<file path="src/tef_pkg.sv">
package tef_pkg;
    localparam int ADDR_W = 12;
    localparam int NUM_CH = 4;
    localparam int NUM_FLAGS = 10;

    // Register byte addresses
    localparam logic [ADDR_W-1:0] STATUS_ADDR = 12'h000;
    localparam logic [ADDR_W-1:0] SWEVT_ADDR = 12'h004;

    // Status register bit positions
    localparam int ST_OVF = 0;
    localparam int ST_CH_LSB = 1;
    localparam int ST_TRG = 6;
    localparam int ST_RCP_LSB = 9;

    // Software event register bit positions
    localparam int SW_OVF = 0;
    localparam int SW_CH_LSB = 1;
    localparam int SW_TRG = 6;
    localparam int SW_W = 7;

    // Internal flag vector layout
    localparam int FL_OVF = 0;
    localparam int FL_CH_LSB = 1;
    localparam int FL_TRG = 5;
    localparam int FL_RCP_LSB = 6;

    localparam logic [15:0] STATUS_MASK = 16'h1e5f;
    localparam logic [15:0] STATUS_RST = 16'h0000;
    localparam logic [SW_W-1:0] SWEVT_MASK = 7'h5f;
    localparam logic [SW_W-1:0] SWEVT_RST = 7'h00;
    localparam logic [31:0] RDATA_RST = 32'h0000_0000;
endpackage
</file>
<file path="src/tef_event_flags.sv">
// Chosen here: the register addresses and the APB interface to the registers.
`timescale 1ns/1ps
`default_nettype none

// Function
// - Channel 1 recapture flag set on repeat capture
// - Channels 2-4 recapture flags at bits 10-12
// - Write zero clears flag; one leaves it
// - Trigger flag bit 6 set by trigger event
// - Trigger on active edge, any edge when suspended
// - Input mode channel 1 flag set on capture
// - Input mode flag cleared by write or read
// - Output mode flag set on compare, software clears
// - Channels 2-4 event flags at bits 2-4
// - Overflow flag bit 0 set by overflow event
// - Software overflow sets flag when both controls zero
// - Trigger reinit sets overflow flag, same condition
// - Software event bit 6 generates trigger event
// - Software event bits 1-4 generate channel events
// - Software event bit 0 generates overflow event
// - Reserved bits read zero, writes ignored
module tef_event_flags #(
    parameter int NUM_CH = tef_pkg::NUM_CH
) (
    input wire logic pclk, // Bus and timer clock
    input wire logic presetn, // Async reset, active low
    input wire logic psel, // APB select
    input wire logic penable, // APB enable
    input wire logic pwrite, // APB direction, high for write
    input wire logic [tef_pkg::ADDR_W-1:0] paddr, // APB byte address
    input wire logic [31:0] pwdata, // APB write data
    input wire logic [3:0] pstrb, // APB byte strobes
    output logic [31:0] prdata, // APB read data
    output logic pready, // APB ready
    output logic pslverr, // APB error, unmapped address
    input wire logic hw_overflow, // Counter overflow pulse
    input wire logic cnt_reinit_by_trigger, // Counter reinit by trigger
    input wire logic overflow_event_disable, // Control bit from ctrl reg
    input wire logic overflow_source_select, // Control bit from ctrl reg
    input wire logic [NUM_CH-1:0] ch_hw_event, // Capture/compare pulses
    input wire logic [NUM_CH-1:0] ch_input_mode, // High when channel input
    input wire logic [NUM_CH-1:0] ch_value_read, // Capture value reg read
    input wire logic selected_trigger_input, // Selected trigger level
    input wire logic trigger_falling_active, // High: falling is active
    input wire logic suspend_mode, // High in suspend slave mode
    output logic trigger_event, // Trigger event pulse
    output logic overflow_event, // Overflow event pulse
    output logic [NUM_CH-1:0] ch_event, // Channel event pulses
    output logic [15:0] event_status // Status register value
);
    localparam int NF = tef_pkg::NUM_FLAGS;

    logic setup_ph;
    logic access_ph;
    logic hit_status;
    logic hit_swevt;
    logic status_wr;
    logic swevt_wr;
    logic [15:0] wmask;
    logic [tef_pkg::SW_W-1:0] sw_d;
    logic [tef_pkg::SW_W-1:0] sw_q;
    logic trig_prev_d;
    logic trig_prev_q;
    logic trig_rise;
    logic trig_fall;
    logic ovf_flag_ok;
    logic [NUM_CH-1:0] cap_evt;
    logic [NF-1:0] fl_set;
    logic [NF-1:0] fl_clr;
    logic [NF-1:0] fl_q;
    logic [15:0] status_v;
    logic [31:0] rdata_d;
    logic [31:0] rdata_q;

    // ===================================================
    // APB decode
    assign setup_ph = psel && !penable;
    assign access_ph = psel && penable;
    assign pready = 1'b1;

    always_comb begin
        hit_status = 1'b0;
        hit_swevt = 1'b0;
        if (paddr == tef_pkg::STATUS_ADDR) begin
            hit_status = 1'b1;
        end else if (paddr == tef_pkg::SWEVT_ADDR) begin
            hit_swevt = 1'b1;
        end
    end

    assign pslverr = access_ph && !hit_status && !hit_swevt;
    assign status_wr = access_ph && pwrite && hit_status;
    assign swevt_wr = access_ph && pwrite && hit_swevt;
    assign wmask = {{8{pstrb[1]}}, {8{pstrb[0]}}};

    // ===================================================
    // Software event requests, one-cycle pulses
    always_comb begin
        sw_d = tef_pkg::SWEVT_RST;
        if (swevt_wr) begin
            sw_d = pwdata[tef_pkg::SW_W-1:0] & wmask[tef_pkg::SW_W-1:0]
                & tef_pkg::SWEVT_MASK;
        end
    end

    always_ff @(posedge pclk or negedge presetn) begin
        if (!presetn) begin
            sw_q <= tef_pkg::SWEVT_RST;
        end else begin
            sw_q <= sw_d;
        end
    end

    // ===================================================
    // Trigger edge detection
    always_comb begin
        trig_prev_d = selected_trigger_input;
    end

    always_ff @(posedge pclk or negedge presetn) begin
        if (!presetn) begin
            trig_prev_q <= 1'b0;
        end else begin
            trig_prev_q <= trig_prev_d;
        end
    end

    assign trig_rise = selected_trigger_input && !trig_prev_q;
    assign trig_fall = !selected_trigger_input && trig_prev_q;

    always_comb begin
        if (suspend_mode) begin
            trigger_event = trig_rise || trig_fall;
        end else if (trigger_falling_active) begin
            trigger_event = trig_fall;
        end else begin
            trigger_event = trig_rise;
        end
        trigger_event = trigger_event || sw_q[tef_pkg::SW_TRG];
    end

    // ===================================================
    // Overflow and channel events
    assign ovf_flag_ok = !overflow_event_disable && !overflow_source_select;
    assign overflow_event = hw_overflow || sw_q[tef_pkg::SW_OVF];
    assign ch_event = ch_hw_event
        | sw_q[tef_pkg::SW_CH_LSB +: NUM_CH];
    assign cap_evt = ch_event & ch_input_mode;

    // ===================================================
    // Flag set and clear terms
    always_comb begin
        fl_set = '0;
        fl_clr = '0;
        fl_set[tef_pkg::FL_OVF] = hw_overflow
            || (ovf_flag_ok && sw_q[tef_pkg::SW_OVF])
            || (ovf_flag_ok && cnt_reinit_by_trigger);
        fl_clr[tef_pkg::FL_OVF] = status_wr && wmask[tef_pkg::ST_OVF]
            && !pwdata[tef_pkg::ST_OVF];
        fl_set[tef_pkg::FL_TRG] = trigger_event;
        fl_clr[tef_pkg::FL_TRG] = status_wr && wmask[tef_pkg::ST_TRG]
            && !pwdata[tef_pkg::ST_TRG];
        for (int i = 0; i < NUM_CH; i++) begin
            // Capture in input mode, compare match in output mode
            fl_set[tef_pkg::FL_CH_LSB + i] = ch_event[i];
            fl_clr[tef_pkg::FL_CH_LSB + i] =
                (status_wr && wmask[tef_pkg::ST_CH_LSB + i]
                && !pwdata[tef_pkg::ST_CH_LSB + i])
                || (ch_input_mode[i] && ch_value_read[i]);
            fl_set[tef_pkg::FL_RCP_LSB + i] = cap_evt[i]
                && fl_q[tef_pkg::FL_CH_LSB + i];
            fl_clr[tef_pkg::FL_RCP_LSB + i] = status_wr
                && wmask[tef_pkg::ST_RCP_LSB + i]
                && !pwdata[tef_pkg::ST_RCP_LSB + i];
        end
    end

    tef_flag_bank #(
        .N(NF)
    ) u_flags (
        .pclk(pclk),
        .presetn(presetn),
        .set(fl_set),
        .clr(fl_clr),
        .flag_q(fl_q)
    );

    // ===================================================
    // Status assembly and read data
    always_comb begin
        status_v = tef_pkg::STATUS_RST;
        status_v[tef_pkg::ST_OVF] = fl_q[tef_pkg::FL_OVF];
        status_v[tef_pkg::ST_TRG] = fl_q[tef_pkg::FL_TRG];
        status_v[tef_pkg::ST_CH_LSB +: NUM_CH] =
            fl_q[tef_pkg::FL_CH_LSB +: NUM_CH];
        status_v[tef_pkg::ST_RCP_LSB +: NUM_CH] =
            fl_q[tef_pkg::FL_RCP_LSB +: NUM_CH];
        status_v = status_v & tef_pkg::STATUS_MASK;
    end

    assign event_status = status_v;

    // Read data captured in the setup cycle; write-only bits read zero
    always_comb begin
        rdata_d = rdata_q;
        if (setup_ph) begin
            rdata_d = tef_pkg::RDATA_RST;
            if (!pwrite && paddr == tef_pkg::STATUS_ADDR) begin
                rdata_d = {16'h0000, status_v};
            end
        end
    end

    always_ff @(posedge pclk or negedge presetn) begin
        if (!presetn) begin
            rdata_q <= tef_pkg::RDATA_RST;
        end else begin
            rdata_q <= rdata_d;
        end
    end

    assign prdata = rdata_q;

    // ===================================================
    // Assertions
    recap_set_a: assert property (
        @(posedge pclk) disable iff (!presetn)
        cap_evt[0] && event_status[tef_pkg::ST_CH_LSB]
        |=> event_status[tef_pkg::ST_RCP_LSB])
        else $error("recapture flag not set");

    recap_hold_a: assert property (
        @(posedge pclk) disable iff (!presetn)
        event_status[tef_pkg::ST_RCP_LSB + 3] && !status_wr
        |=> event_status[tef_pkg::ST_RCP_LSB + 3])
        else $error("recapture flag cleared without write");

    write_one_a: assert property (
        @(posedge pclk) disable iff (!presetn)
        status_wr && pstrb[0] && pwdata[tef_pkg::ST_TRG]
        && event_status[tef_pkg::ST_TRG]
        |=> event_status[tef_pkg::ST_TRG])
        else $error("write of one cleared trigger flag");

    trig_flag_a: assert property (
        @(posedge pclk) disable iff (!presetn)
        trigger_event |=> event_status[tef_pkg::ST_TRG])
        else $error("trigger flag not set");

    suspend_edge_a: assert property (
        @(posedge pclk) disable iff (!presetn)
        suspend_mode && $changed(selected_trigger_input)
        |-> trigger_event)
        else $error("suspend edge missed");

    read_clear_a: assert property (
        @(posedge pclk) disable iff (!presetn)
        ch_input_mode[0] && ch_value_read[0] && !ch_event[0]
        |=> !event_status[tef_pkg::ST_CH_LSB])
        else $error("capture read did not clear flag");

    out_hold_a: assert property (
        @(posedge pclk) disable iff (!presetn)
        !ch_input_mode[1] && event_status[tef_pkg::ST_CH_LSB + 1]
        && !status_wr |=> event_status[tef_pkg::ST_CH_LSB + 1])
        else $error("output mode flag lost");

    ovf_clear_a: assert property (
        @(posedge pclk) disable iff (!presetn)
        status_wr && pstrb[0] && !pwdata[tef_pkg::ST_OVF]
        && !fl_set[tef_pkg::FL_OVF]
        |=> !event_status[tef_pkg::ST_OVF])
        else $error("overflow flag not cleared");

    reinit_ovf_a: assert property (
        @(posedge pclk) disable iff (!presetn)
        cnt_reinit_by_trigger && !overflow_event_disable
        && !overflow_source_select
        |=> event_status[tef_pkg::ST_OVF])
        else $error("reinit did not set overflow flag");

    sw_pulse_a: assert property (
        @(posedge pclk) disable iff (!presetn)
        swevt_wr && pstrb[0] && pwdata[tef_pkg::SW_CH_LSB]
        |=> ch_event[0] ##1 (ch_event[0] == ch_hw_event[0]))
        else $error("software channel event not one cycle");

    sw_ovf_a: assert property (
        @(posedge pclk) disable iff (!presetn)
        swevt_wr && pstrb[0] && pwdata[tef_pkg::SW_OVF]
        && !overflow_event_disable && !overflow_source_select
        |=> overflow_event ##1 event_status[tef_pkg::ST_OVF])
        else $error("software overflow not flagged");

    set_wins_a: assert property (
        @(posedge pclk) disable iff (!presetn)
        hw_overflow && status_wr && pstrb[0] && !pwdata[tef_pkg::ST_OVF]
        |=> event_status[tef_pkg::ST_OVF])
        else $error("clear beat hardware set");

    resd_zero_a: assert property (
        @(posedge pclk) disable iff (!presetn)
        access_ph |-> (prdata & ~{16'h0000, tef_pkg::STATUS_MASK})
        == 32'h0000_0000)
        else $error("reserved bits read nonzero");

    ch_flag_a: assert property (
        @(posedge pclk) disable iff (!presetn)
        ch_event[2] |=> event_status[tef_pkg::ST_CH_LSB + 2])
        else $error("channel 3 flag not set");

    cap_flag_a: assert property (
        @(posedge pclk) disable iff (!presetn)
        ch_input_mode[0] && ch_hw_event[0]
        |=> event_status[tef_pkg::ST_CH_LSB])
        else $error("capture did not set channel flag");

    sw_trig_a: assert property (
        @(posedge pclk) disable iff (!presetn)
        swevt_wr && pstrb[0] && pwdata[tef_pkg::SW_TRG]
        |=> trigger_event)
        else $error("software trigger not generated");
endmodule

`default_nettype wire

</file>
<file path="src/tef_flag_bank.sv">
`timescale 1ns/1ps
`default_nettype none

// Bank of sticky flags; a set in the same cycle as a clear wins
module tef_flag_bank #(
    parameter int N = 10
) (
    input wire logic pclk, // Bus clock
    input wire logic presetn, // Async reset, active low
    input wire logic [N-1:0] set, // Set request per flag
    input wire logic [N-1:0] clr, // Clear request per flag
    output logic [N-1:0] flag_q // Flag values
);
    logic [N-1:0] flag_d;

    always_comb begin
        flag_d = (flag_q & ~clr) | set;
    end

    always_ff @(posedge pclk or negedge presetn) begin
        if (!presetn) begin
            flag_q <= '0;
        end else begin
            flag_q <= flag_d;
        end
    end
endmodule

`default_nettype wire

</file>
<file path="config.mk">
export PLATFORM = sky130hd
export DESIGN_NAME = tef_event_flags
export DESIGN_NICKNAME = d
export VERILOG_FILES = /design/src/tef_pkg.sv /design/src/tef_event_flags.sv /design/src/tef_flag_bank.sv
export SDC_FILE = /design/constraint.sdc
export NUM_CORES = 1
export LEC_CHECK = 0
export BUFFER_PORTS_ARGS = -buffer_cell sky130_fd_sc_hd__buf_2
export CAP_MARGIN = 25
export CORE_AREA = 2 2 70 72
export DETAILED_ROUTE_END_ITERATION = 8
export DIE_AREA = 0 0 72 74
export GPL_TIMING_DRIVEN = 0
export PLACE_DENSITY_LB_ADDON = 0.12
export REMOVE_ABC_BUFFERS = 1
export SETUP_SLACK_MARGIN = 0.3
export SKIP_CTS_REPAIR_TIMING = 1
export SLEW_MARGIN = 20
export SYNTH_ARGS = -nofsm -noshare
export SYNTH_HDL_FRONTEND = slang
export SYNTH_SLANG_ARGS = --single-unit
</file>
<file path="constraint.sdc">
create_clock -name pclk -period 2 [get_ports pclk]
set_input_delay 0.3 -clock pclk [delete_from_list [all_inputs] [get_ports pclk]]
set_output_delay 0.3 -clock pclk [all_outputs]
set_load 0.02 [all_outputs]
</file>
After elaboration in Yosys (flattened, before gate mapping)
Cells that the tools add are included.
{ "classes": {"eq_ne": 1, "mux": 7, "n_bitwise": 6, "reduce_logical": 61} }
{ "ops": {"columns": ["op", "n"], "rows": [
  ["logical AND 1 bit", 33],
  ["logical NOT 1 bit", 18],
  ["two-way mux 13 bit", 1],
  ["equality test 12 x 3 -> 1 bit (second input constant)", 1],
  ["logical NOT 12 bit", 1],
  ["AND 10 bit", 1],
  ["NOT 10 bit", 1],
  ["bitwise OR 10 bit", 1],
  ["logical OR 1 bit", 9],
  ["AND 7 bit", 1],
  ["two-way mux 7 bit", 1],
  ["two-way mux 1 bit", 5],
  ["AND 4 bit", 1],
  ["bitwise OR 4 bit", 1]
]} }
{ "totals": {"reg_bits": 50, "inputBits": 72, "output_inout_bits": 56, "wordCells": 79} }

Longest topological paths before layout
Gate-level depths: netlist of run 1.
{ "depth": {"ltp_word": 9, "mapped_depth": 5, "depth_no_buf": 5} }

Cells and area by module
Synthesis of run 1 repeated with hierarchy kept, for this count alone.
{ "unflattened": {"hier_cells": 176, "hier_area_um2": 1581.5} }
{ "by_module_without_submodules": {"columns": ["mod", "instances", "cells_per_inst", "area_each_um2", "seq_area_each_um2"], "rows": [
  ["tef_event_flags", 1, 146, 1218.7, 425.4],
  ["tef_flag_bank", 1, 30, 362.8, 250.2]
]} }

Least setup slack after synthesis of run 1
No wires, ideal clock.
{ "synth_timing": {"kind": "in2out", "start": "input paddr[5] in the netlist's numbering", "end": "output pslverr", "arrival_ps": 1694, "required_ps": 1700, "setup_slack_ps": 6, "stages": 5, "n_path_buf": 2, "cell_sequence": "or4_1 buf_2 or3_4 buf_6 and2_2"} }
{ "synth_via": {"elab_chain_cells": 5, "word_cells_on_any_way": 9, "classes_between": "eq/ne (1); mux (3); reduce/logical (5)"} }
{ "synth_rtl": {"columns": ["element", "line", "source"], "rows": [
  ["start, declared", "tef_event_flags.sv:30", "input wire logic [tef_pkg::ADDR_W-1:0] paddr,"],
  ["equality test 12 x 3 -> 1 bit or logical NOT 12 bit (tied branches)", "tef_event_flags.sv:86, tef_event_flags.sv:84", null],
  ["two-way mux 1 bit, on equally long branches", "tef_event_flags.sv:86, tef_event_flags.sv:84", null],
  ["two-way mux 1 bit or logical NOT 1 bit (tied branches)", "tef_event_flags.sv:84, tef_event_flags.sv:91", null],
  ["logical NOT 1 bit or logical AND 1 bit (tied branches)", "tef_event_flags.sv:91", "assign pslverr = access_ph && !hit_status && !hit_swevt;"],
  ["logical AND 1 bit (*)", "tef_event_flags.sv:91", null],
  ["end, declared", "tef_event_flags.sv:35", "output logic pslverr,"]
]} }
Mark *: on every way between the ends. The rest lies on a longest branch, timed or not.

Worst setup path in the final report of run 1
{ "layout_timing": {"start": "input paddr[6] in the netlist's numbering", "end": "output pslverr"} }
Same word-level chain as after synthesis.

==> results of run 1 <==
metal layers:
layer | vias up | share of wire (%) | track usage (%)
li1 | 630 | - | -
met1 | 600 | 46 | 18.4
met2 | 61 | 46 | 19.7
met3 | 0 | 7.5 | 2.44
met4 | 0 | 0 | 2.52
met5 | - | 0 | 0
critical path: stages:
cell	delay, ns
sky130_fd_sc_hd__buf_6	0.09
sky130_fd_sc_hd__or4_4	0.57
sky130_fd_sc_hd__or3_4	0.41
sky130_fd_sc_hd__and2_4	0.15
sky130_fd_sc_hd__buf_6	0.12
flip-flops by register name, summed over array words and instances (netlist names):
| register | count |
|---|---|
| prdata | 10 |
| u_flags.flag_q | 10 |
| sw_q | 6 |
| trig_prev_q | 1 |
worst max-delay path by stage:
| stage | cells past startpoint | slack [ns] | startpoint | end |
|---|---|---|---|---|
| 2_1_floorplan | 3 | 0.02 | paddr[5] | pslverr |
| 3_3_place_gp | 5 | -0.28 | paddr[5] | pslverr |
| 3_5_place_dp | 5 | -0.28 | paddr[5] | pslverr |
| 4_1_cts | 5 | -0.29 | paddr[5] | pslverr |
| 5_1_grt | 5 | 0.04 | paddr[6] | pslverr |
| 6_report | 5 | 0.06 | paddr[6] | pslverr |
area by class of cell:
| cell class | count | area, um2 |
|---|---|---|
| fill | 476 | 2670 |
| sequential | 27 | 676 |
| multi-input combinational | 105 | 658 |
| timing repair buffer | 82 | 443 |
| tap | 54 | 67.6 |
| clock buffer | 3 | 41.3 |
| inverter | 9 | 33.8 |
| clock inverter | 1 | 5.00 |
stage by stage:
step	cells	TNS, ns	area, um2	hold WS [ns]
3_5_place_dp	269	-1.49	1800	0.349
5_1_grt	281	0	1920	0.0699
4_1_cts	273	-0.286	1840	0.0512
6_report	281	0	1920	0.0301
2_1_floorplan	141	0	1360	0.00441
3_3_place_gp	269	-1.26	1800	0.354
where the power goes:
group	switching, mW	internal (mW)
Clock	0.166	0.139
Sequential	0.00641	0.552
Combinational	0.131	0.0706
cell families (layout without fill, tap and decap cells):
kind of cell             count (synthesis)  after routing  synth area share [%]
AND/OR/NAND/NOR                         41             41                  17.9
multiplexers                             1              1                 0.747
flip-flops                              27             27                  44.9
other                                    2             29                 0.499
adder cells (fa/ha/maj)                  2              2                  1.66
AO/OA/AOI/OAI                           32             32                  15.5
buffers and inverters                   42             95                  18.8
placed cells by master (no fill, tap or decap), drive strengths merged, types with 3 or more instances in the layout:
master	instances
conb	29
clkbuf	3
buf	82
nor2	5
nand2	9
or2	6
or4b	3
nor3	6
a22o	10
dfrtp	27
a21oi	10
a32oi	4
inv	9
o41ai	4
cells in the mapped netlist (all sizes together):
| master | n |
|---|---|
| a21oi | 10 |
| nand2b | 2 |
| or3 | 2 |
| inv | 9 |
| or4b | 3 |
| or2 | 6 |
| a22o | 10 |
| a32oi | 4 |
| clkbuf | 1 |
| ha | 2 |
| dfrtp | 27 |
| nor2 | 5 |
| a211oi | 1 |
| and2 | 2 |
| a31oi | 1 |
| mux2 | 1 |
| nand4b | 1 |
| nor4 | 2 |
| o21ai | 1 |
| nand2 | 9 |
| nor3 | 6 |
| conb | 2 |
| or4 | 2 |
| nand4 | 1 |
| o211ai | 1 |
| buf | 32 |
| o41ai | 4 |
==> impl_results.rst, run 1 <==
.. list-table::
   :header-rows: 1

   * - Metric
     - Value
   * - Slew @ Worst Pin
     - 0.604 ns
   * - WP data required
     - 1.70 ns
   * - Clock transition time at the flip-flop clock pins of the worst setup and hold paths
     - 0.09 ns
   * - Post-Synthesis Cell Area
     - 1510 um2
   * - Top-area cell type share of the netlist area
     - 44.9%
   * - Sinks on the clock net
     - 27
   * - Leakage
     - 1.02 nW
   * - Nets
     - 302
   * - Worst reg-to-reg path cell count
     - 5
   * - All-Layer GR Usage
     - 12.6%
   * - Setup violators final
     - 0
   * - Final routed DRC violation total
     - 0
   * - Run status
     - completed
   * - Crit. End Element
     - primary output
   * - Fraction of layout cells with a size suffix above 1
     - 45.4%
   * - Highest net fanout along the worst path
     - 5
   * - X dimension of the die
     - 72 um
   * - Worst r2r src
     - trig_prev_q$_DFF_PN0_
   * - Area Overhead vs Synth
     - 27.7%
   * - Die Ht
     - 74 um
   * - Arrival time of data at the critical path endpoint
     - 1.64 ns
   * - Worst r2r dst
     - u_flags.flag_q[5]$_DFF_PN0_
   * - Top Ports
     - 128
   * - Antenna violations before repair
     - 0
   * - Effective utilization at floorplan
     - 32.8%
   * - CTS tree
     - yes
   * - Hold Vio Cnt, Final
     - 0
   * - Number of global-route vias before repair
     - 1,049
   * - Depth of the CTS H-tree
     - 1
   * - Placer congestion estimate
     - 0.712
   * - Cell types occupying the most area after synthesis
     - sky130_fd_sc_hd__dfrtp_1 (45%), sky130_fd_sc_hd__buf_4 (14%), sky130_fd_sc_hd__a22o_1 (5.8%)
   * - Total power draw
     - 1.06 mW
   * - Worst-Skew Late Latency
     - 0.27 ns
   * - Post-synthesis sequential area ratio
     - 44.9%
   * - Routed WL per cell
     - 12.6 um
   * - Post-route clock period utilization
     - 96.9%
   * - Slack of the worst reg-to-reg path
     - 0.80 ns
   * - Peak supply drop
     - 0.325 mV
   * - Clk buf depth
     - 2
   * - Core occupancy in the finished layout
     - 41.9%
   * - Cell taking the most area after synthesis
     - sky130_fd_sc_hd__dfrtp_1
   * - Synthesized netlist cell count
     - 147
   * - Number of warnings printed during yosys synthesis
     - 0
   * - Element type at the critical path start
     - primary input
   * - Core Box Area
     - 4600 um2
   * - Worst setup timing slack at the placement stage
     - -0.283 ns
   * - Count of port buffers added during placement
     - 74
   * - Final Routed Wirelength
     - 3540 um
   * - Post-Syn Area per Cell
     - 10.2 um2
   * - Wire length of the first global-routing pass
     - 5140 um
   * - TritonCTS buffer count
     - 3
   * - Post-DR vias/cell
     - 4.59
   * - Tightest Hold Check Type
     - in2async
   * - RSZ-0062 raised after global routing
     - true
   * - Worst slew slack as a fraction of its limit
     - 59.7%
   * - Total overflow reported by the global router
     - 0
   * - Post-synthesis cell type count
     - 32
   * - Synthesized flop and latch total
     - 27
   * - Startpoint-to-endpoint class of the critical path
     - in2out
   * - # Max-Cap Violations
     - 0
   * - Via total after detailed routing
     - 1,291
   * - DIE AREA
     - 5330 um2
   * - Number of violations reported at the end of detailed-routing iteration 0
     - 48
   * - Floorplan row count
     - 25
   * - TritonRoute pass-1 iters
     - 4
   * - Cell Pwr Density
     - 553 nW/um2
   * - Placed wire-length estimate after detailed placement
     - 2650 um
   * - FMAX
     - 516 MHz
   * - Period minus WS final
     - 1.94 ns
   * - Diodes inserted
     - 0
   * - Clock tree skew after final layout
     - 0.00565 ns
   * - Pin count of the biggest net entering global routing
     - 28
   * - Worst setup margin
     - 0.0618 ns
   * - Final Max Slew Viols
     - 0
   * - Antenna violation net count after detailed routing
     - 0
   * - Buffer cell driving the clock tree root
     - sky130_fd_sc_hd__clkbuf_8
No activity file was read; power rests on OpenSTA's default activity.
==> run 2, diff against run 1 <==
clock period = 1.7 ns   (was 2 ns; I/O delays follow)
==> run 2 against run 1 <==
Net effect:
- the run now ends with negative hold slack, negative setup slack left
- non-clock buffer count up 2
- worst setup slack lost 0.21 ns
- highest routed layer unchanged
- sequential cell count unchanged
- die area unchanged
==> impl_results.rst, run 2 (synthesis gave the netlist of run 1 again) <==
.. list-table::
   :header-rows: 1

   * - Metric
     - Value
   * - Clock tree skew after final layout
     - 0.00435 ns (was 0.00565 ns)
   * - Switching fraction of total power
     - 28.8% (was 28.5%)
   * - Cell breakdown of the critical path
     - buf_6, or4_4, or3_4, and2_4, buf_6 (unchanged)
   * - Met2 usage
     - 19.7% (unchanged)
   * - Clk buf depth
     - 2 (unchanged)
   * - Combinational Power Share
     - 19.6% (was 18.9%)
   * - Slack of the worst reg-to-reg path
     - 0.51 ns (was 0.80 ns)
   * - Total overflow reported by the global router
     - 0 (unchanged)
   * - DIE AREA
     - 5330 um2 (unchanged)
   * - Total power draw
     - 1.27 mW (was 1.06 mW)
   * - Placer congestion estimate
     - 0.712 (unchanged)
   * - Top Ports
     - 128 (unchanged)
   * - Core Box Area
     - 4600 um2 (unchanged)
   * - Worst slew slack as a fraction of its limit
     - 59.9% (was 59.7%)
   * - Highest net fanout along the worst path
     - 5 (unchanged)
   * - CTS tree
     - yes (unchanged)
   * - Startpoint-to-endpoint class of the critical path
     - in2out (unchanged)
   * - Number of non-filler instances in the completed layout
     - 283 (was 281)
   * - Antenna violation net count after detailed routing
     - 0 (unchanged)
   * - Arrival time of data at the critical path endpoint
     - 1.59 ns (was 1.64 ns)
   * - Element type at the critical path start
     - primary input (unchanged)
   * - Slowest cell on crit path
     - sky130_fd_sc_hd__or4_4 (unchanged)
   * - Via total after detailed routing
     - 1,295 (was 1,291)
   * - Failing checks
     - negative hold slack, negative setup slack
   * - Largest delay contributor family on the critical path
     - simple AND/OR/NAND/NOR gates (unchanged)
   * - Post-DR vias/cell
     - 4.58 (was 4.59)
   * - Crit path buffers/inverters
     - 2 (unchanged)
   * - Register share of total power
     - 51.8% (was 52.4%)
   * - # Max-Cap Violations
     - 0 (unchanged)
   * - Hold Vio Cnt, Final
     - 27 (was 0)
   * - RSZ-0062 raised after global routing
     - true (unchanged)
   * - All-Layer GR Usage
     - 12.6% (unchanged)
   * - Most frequent cells in the layout
     - sky130_fd_sc_hd__buf_2 (68), sky130_fd_sc_hd__conb_1 (29), sky130_fd_sc_hd__dfrtp_1 (27) (was sky130_fd_sc_hd__buf_2 (72), sky130_fd_sc_hd__conb_1 (29), sky130_fd_sc_hd__dfrtp_1 (27))
   * - Placed wire-length estimate after detailed placement
     - 2650 um (unchanged)
   * - Final routed DRC violation total
     - 0 (unchanged)
   * - FMAX
     - 541 MHz
   * - Cell Pwr Density
     - 627 nW/um2 (was 553 nW/um2)
   * - Area Overhead vs Synth
     - 34.3% (was 27.7%)
   * - Slew @ Worst Pin
     - 0.602 ns (was 0.604 ns)
   * - Start point of the critical path
     - paddr[6] (unchanged)
   * - Final Routed Wirelength
     - 3670 um (was 3540 um)
   * - Clock transition time at the flip-flop clock pins of the worst setup and hold paths
     - 0.09 ns (about the same)
   * - Cell Int Power
     - 0.903 mW (was 0.762 mW)
   * - Post-route clock period utilization
     - 109%
   * - Period minus WS final
     - 1.85 ns
   * - Setup violators final
     - 2 (was 0)
   * - Cell count after placement
     - 269 (unchanged)
   * - Fraction of layout cells with a size suffix above 1
     - 49.3% (was 45.4%)
   * - Most common library cell in the layout ignoring fill and taps
     - sky130_fd_sc_hd__buf_2 (unchanged)
   * - Proportion of power drawn by the clock network
     - 28.6% (was 28.7%)
   * - Leakage
     - 1.08 nW (was 1.02 nW)
   * - TritonCTS buffer count
     - 3 (unchanged)
   * - Worst r2r src
     - trig_prev_q$_DFF_PN0_ (unchanged)
   * - Worst-Skew Late Latency
     - 0.27 ns (about the same)
   * - Global Route met3 Usage
     - 2.44% (unchanged)
   * - Max incr delay on CP
     - 0.57 ns (about the same)
   * - Final Max Slew Viols
     - 0 (unchanged)
   * - Buffer cell driving the clock tree root
     - sky130_fd_sc_hd__clkbuf_8 (unchanged)
   * - Run status
     - finished, violations left (was completed)
   * - Antenna violations before repair
     - 0 (unchanged)
   * - TritonRoute pass-1 iters
     - 4 (unchanged)
   * - Floorplan row count
     - 25 (unchanged)
   * - Register area
     - 676 um2 (unchanged)
   * - WHS
     - -0.0170 ns (was 0.0301 ns)
   * - Depth of the CTS H-tree
     - 1 (unchanged)
   * - Combined area of the multi-input logic cells
     - 732 um2 (was 658 um2)
   * - Number of global-route vias before repair
     - 1,049 (unchanged)
   * - Routed WL per cell
     - 13.0 um (was 12.6 um)
   * - Number of inserted filler cells in the final layout
     - 465 (was 476)
   * - Tightest Hold Check Type
     - in2async (unchanged)
   * - Net switching power of the design
     - 0.365 mW (was 0.303 mW)
   * - Crit-path most repeated cell
     - sky130_fd_sc_hd__buf_6 (unchanged)
   * - Worst setup margin
     - -0.150 ns (was 0.0618 ns)
   * - Nets
     - 304 (was 302)
   * - Core occupancy in the finished layout
     - 44.0% (was 41.9%)
   * - Number of violations reported at the end of detailed-routing iteration 0
     - 44 (was 48)
   * - Count of port buffers added during placement
     - 74 (unchanged)
   * - Most crowded layer after global routing
     - met2 (unchanged)
   * - GR Util met1
     - 18.4% (unchanged)
   * - Crit. End Element
     - primary output (unchanged)
   * - Wire length of the first global-routing pass
     - 5140 um (unchanged)
   * - Effective utilization at floorplan
     - 32.8% (unchanged)
   * - Die Ht
     - 74 um (unchanged)
   * - Pin count of the biggest net entering global routing
     - 28 (unchanged)
   * - Diodes inserted
     - 0 (unchanged)
   * - Peak supply drop
     - 0.385 mV (was 0.325 mV)
   * - Sinks on the clock net
     - 27 (unchanged)
   * - X dimension of the die
     - 72 um (unchanged)
   * - WP data required
     - 1.44 ns (was 1.70 ns)
[run 2: cell types whose count changed in the layout (fill, tap and decap cells not counted), moves of 2 or more]
cell / delta
sky130_fd_sc_hd__or4b_2: -2
sky130_fd_sc_hd__or2_4: +4
sky130_fd_sc_hd__nor3_2: +6
sky130_fd_sc_hd__nor3_1: -6
sky130_fd_sc_hd__o41ai_1: -2
sky130_fd_sc_hd__buf_4: +6
sky130_fd_sc_hd__buf_2: -4
sky130_fd_sc_hd__or4b_4: +2
sky130_fd_sc_hd__or2_2: -4
[run 2: cell type report]
type | instances | share of cell area [%]
Clock inverter | 1 | 0.247
Sequential cell | 27 | 33.4
Timing Repair Buffer | 84 | 23.1
Multi-Input combinational cell | 105 | 36.2
Tap cell | 54 | 3.34
Clock buffer | 3 | 2.04
Inverter | 9 | 1.67
[run 2: path summary, 6_finish.rpt]
path | depth (start not counted) | endpoint
worst max-delay path | 5 | pslverr
worst min-delay path | 1 | sw_q[1]$_DFF_PN0_
worst max register to register | 5 | u_flags.flag_q[5]$_DFF_PN0_
worst min register to register | 2 | u_flags.flag_q[5]$_DFF_PN0_
max in group asynchronous | 1 | prdata[6]$_DFFE_PN0P_
min in group pclk | 1 | trig_prev_q$_DFF_PN0_
[run 2: power by group through the flow]
stage | Clock, mW | Sequential [mW] | Combinational, mW
floorplan | 0 | 0.676 | 0.122
global placement | 0 | 0.670 | 0.227
detailed placement | 0 | 0.670 | 0.227
CTS | 0.374 | 0.657 | 0.228
global route | 0.412 | 0.658 | 0.273
finish | 0.362 | 0.657 | 0.249
[run 2: metal layers]
layer,vias up,wire [um]
met5,-,0
met4,0,0
met3,0,278
met2,63,1730
met1,600,1670
li1,632,-
[run 2: stage by stage]
stage	TNS, ns	hold WS, ns	setup slack, ns	cell area [um2]
2_1_floorplan	-0.187	-0.0406	-0.187	1360
3_3_place_gp	-6.38	0.309	-0.489	1800
3_5_place_dp	-6.77	0.304	-0.493	1800
4_1_cts	-1.41	0.00623	-0.496	1840
5_1_grt	-0.303	0.0214	-0.173	2020
6_report	-0.174	-0.0170	-0.150	2020
==> run 3, diff against run 2 <==
==> constraint.sdc (replaced) <==
create_clock -name pclk -period 1.7 [get_ports pclk]
set_input_delay 0.17 -clock pclk [delete_from_list [all_inputs] [get_ports pclk]]
set_output_delay 0.17 -clock pclk [all_outputs]
set_load 0.02 [all_outputs]
==> run 3 against run 2 <==
Net effect:
- the run now ends clean
- largest power group unchanged
- highest routed layer unchanged
- wire length is 1.4% lower
- core utilization is 0.87 points lower
- clock power hardly changed
- critical path depth stayed put
- sequential cell count stayed put
- worst setup slack better by 0.16 ns
- via count is 0.69% higher
- total power is 0.31% lower
- count of clock-buffer cells in the layout stayed put
- non-clock buffer count is 1 higher
- hold slack better by 0.063 ns
==> impl_results.rst, run 3 (synthesis gave the netlist of run 1 again) <==
.. list-table::
   :header-rows: 1

   * - Metric
     - Value
   * - Arrival time of data at the critical path endpoint
     - 1.52 ns (was 1.59 ns)
   * - Peak supply drop
     - 0.384 mV (was 0.385 mV)
   * - Diodes inserted
     - 0 (unchanged)
   * - Area Overhead vs Synth
     - 31.6% (was 34.3%)
   * - Effective utilization at floorplan
     - 32.8% (unchanged)
   * - Final Routed Wirelength
     - 3620 um (was 3670 um)
   * - Number of global-route vias before repair
     - 1,049 (unchanged)
   * - Worst setup timing slack at the placement stage
     - -0.323 ns (was -0.493 ns)
   * - Top Ports
     - 128 (unchanged)
   * - Post-route clock period utilization
     - 99.5% (was 109%)
   * - Clk buf depth
     - 2 (unchanged)
   * - Depth of the CTS H-tree
     - 1 (unchanged)
   * - Worst setup margin
     - 0.00925 ns (was -0.150 ns)
   * - Slack of the worst reg-to-reg path
     - 0.52 ns (was 0.51 ns)
   * - Number of non-filler instances in the completed layout
     - 284 (was 283)
   * - Core occupancy in the finished layout
     - 43.1% (was 44.0%)
   * - Total overflow reported by the global router
     - 0 (unchanged)
   * - Floorplan row count
     - 25 (unchanged)
   * - Cell Pwr Density
     - 637 nW/um2 (was 627 nW/um2)
   * - Pin count of the biggest net entering global routing
     - 28 (unchanged)
   * - Highest net fanout along the worst path
     - 5 (unchanged)
   * - Cell count after placement
     - 269 (unchanged)
   * - Wire length of the first global-routing pass
     - 5140 um (unchanged)
   * - Count of port buffers added during placement
     - 74 (unchanged)
   * - Nets
     - 305 (was 304)
   * - Antenna violation net count after detailed routing
     - 0 (unchanged)
   * - Most common library cell in the layout ignoring fill and taps
     - sky130_fd_sc_hd__buf_2 (unchanged)
   * - Run status
     - completed (was finished, violations left)
   * - Placed wire-length estimate after detailed placement
     - 2650 um (unchanged)
   * - Combined area of the multi-input logic cells
     - 692 um2 (was 732 um2)
   * - CTS tree
     - yes (unchanged)
   * - Worst slew slack as a fraction of its limit
     - 59.5% (was 59.9%)
   * - WP data required
     - 1.53 ns (was 1.44 ns)
   * - Core Box Area
     - 4600 um2 (unchanged)
   * - RSZ-0062 raised after global routing
     - true (unchanged)
   * - Register area
     - 676 um2 (unchanged)
   * - Routed WL per cell
     - 12.8 um (was 13.0 um)
   * - Die Ht
     - 74 um (unchanged)
   * - Final routed DRC violation total
     - 0 (unchanged)
   * - Most frequent cells in the layout
     - sky130_fd_sc_hd__buf_2 (72), sky130_fd_sc_hd__conb_1 (29), sky130_fd_sc_hd__dfrtp_1 (27) (was sky130_fd_sc_hd__buf_2 (68), sky130_fd_sc_hd__conb_1 (29), sky130_fd_sc_hd__dfrtp_1 (27))
   * - Worst-Skew Late Latency
     - 0.27 ns (about the same)
   * - Clock transition time at the flip-flop clock pins of the worst setup and hold paths
     - 0.09 ns (about the same)
   * - Post-route standard cell area excluding fillers
     - 1980 um2 (was 2020 um2)
   * - Slew @ Worst Pin
     - 0.607 ns (was 0.602 ns)
   * - WHS
     - 0.0464 ns (was -0.0170 ns)
   * - Period minus WS final
     - 1.69 ns (was 1.85 ns)
   * - Tightest Hold Check Type
     - in2reg (was in2async)
   * - Clock tree skew after final layout
     - 0.00502 ns (was 0.00435 ns)
   * - DIE AREA
     - 5330 um2 (unchanged)
   * - Leakage
     - 1.04 nW (was 1.08 nW)
   * - Startpoint-to-endpoint class of the critical path
     - in2out (unchanged)
   * - Setup violators final
     - 0 (was 2)
   * - TritonRoute pass-1 iters
     - 3 (was 4)
   * - Fraction of layout cells with a size suffix above 1
     - 47.8% (was 49.3%)
   * - Antenna violations before repair
     - 0 (unchanged)
   * - Hold Vio Cnt, Final
     - 0 (was 27)
   * - X dimension of the die
     - 72 um (unchanged)
   * - Via total after detailed routing
     - 1,304 (was 1,295)
   * - Total power draw
     - 1.26 mW (was 1.27 mW)
   * - Cell area reported after detailed placement
     - 1800 um2 (unchanged)
   * - Crit. End Element
     - primary output (unchanged)
   * - Sinks on the clock net
     - 27 (unchanged)
   * - Final Max Slew Viols
     - 0 (unchanged)
   * - FMAX
     - 591 MHz (was 541 MHz)
   * - Buffer cell driving the clock tree root
     - sky130_fd_sc_hd__clkbuf_8 (unchanged)
   * - Post-DR vias/cell
     - 4.59 (was 4.58)
   * - Number of inserted filler cells in the final layout
     - 475 (was 465)
   * - Placer congestion estimate
     - 0.712 (unchanged)
   * - All-Layer GR Usage
     - 12.6% (unchanged)
   * - # Max-Cap Violations
     - 0 (unchanged)
   * - Element type at the critical path start
     - primary input (unchanged)
   * - TritonCTS buffer count
     - 3 (unchanged)
   * - Number of violations reported at the end of detailed-routing iteration 0
     - 45 (was 44)
   * - Setup TNS Final
     - 0 ns (was -0.174 ns)
## run 3: routing by layer
layer	track usage [%]	up-vias	routed length (um)	share of wire, %
met2	19.7	61	1680	46
met4	2.52	0	0	0
met5	0	-	0	0
met3	2.44	0	265	7.3
met1	18.4	607	1680	46
li1	-	636	-	-
## run 3: cell type report
class,instances,share of cell area [%]
Multi-Input combinational cell,105,34.9
Sequential cell,27,34.1
Timing Repair Buffer,85,23.6
Tap cell,54,3.41
Clock buffer,3,2.08
Inverter,9,1.70
Clock inverter,1,0.252
## run 3: final timing paths
path	endpoint	cells after the start	from
max in group asynchronous	prdata[6]$_DFFE_PN0P_	2	presetn
min reg2reg	u_flags.flag_q[5]$_DFF_PN0_	2	sw_q[6]$_DFF_PN0_
max	pslverr	5	paddr[6]
min	trig_prev_q$_DFF_PN0_	1	selected_trigger_input
max reg2reg	u_flags.flag_q[5]$_DFF_PN0_	5	trig_prev_q$_DFF_PN0_
min in group asynchronous	sw_q[4]$_DFF_PN0_	2	presetn
## run 3: worst max-delay path, stage by stage
cell,delay [ns]
sky130_fd_sc_hd__buf_2,0.09
sky130_fd_sc_hd__or4_4,0.57
sky130_fd_sc_hd__or3_4,0.41
sky130_fd_sc_hd__and2_4,0.15
sky130_fd_sc_hd__buf_6,0.12
## run 3: where the power goes
part           switching [mW]  internal, mW  leakage [nW]
Clock                   0.196         0.164        0.0255
Sequential            0.00758         0.649         0.328
Combinational           0.158        0.0886         0.686
Total                   0.362         0.902          1.04
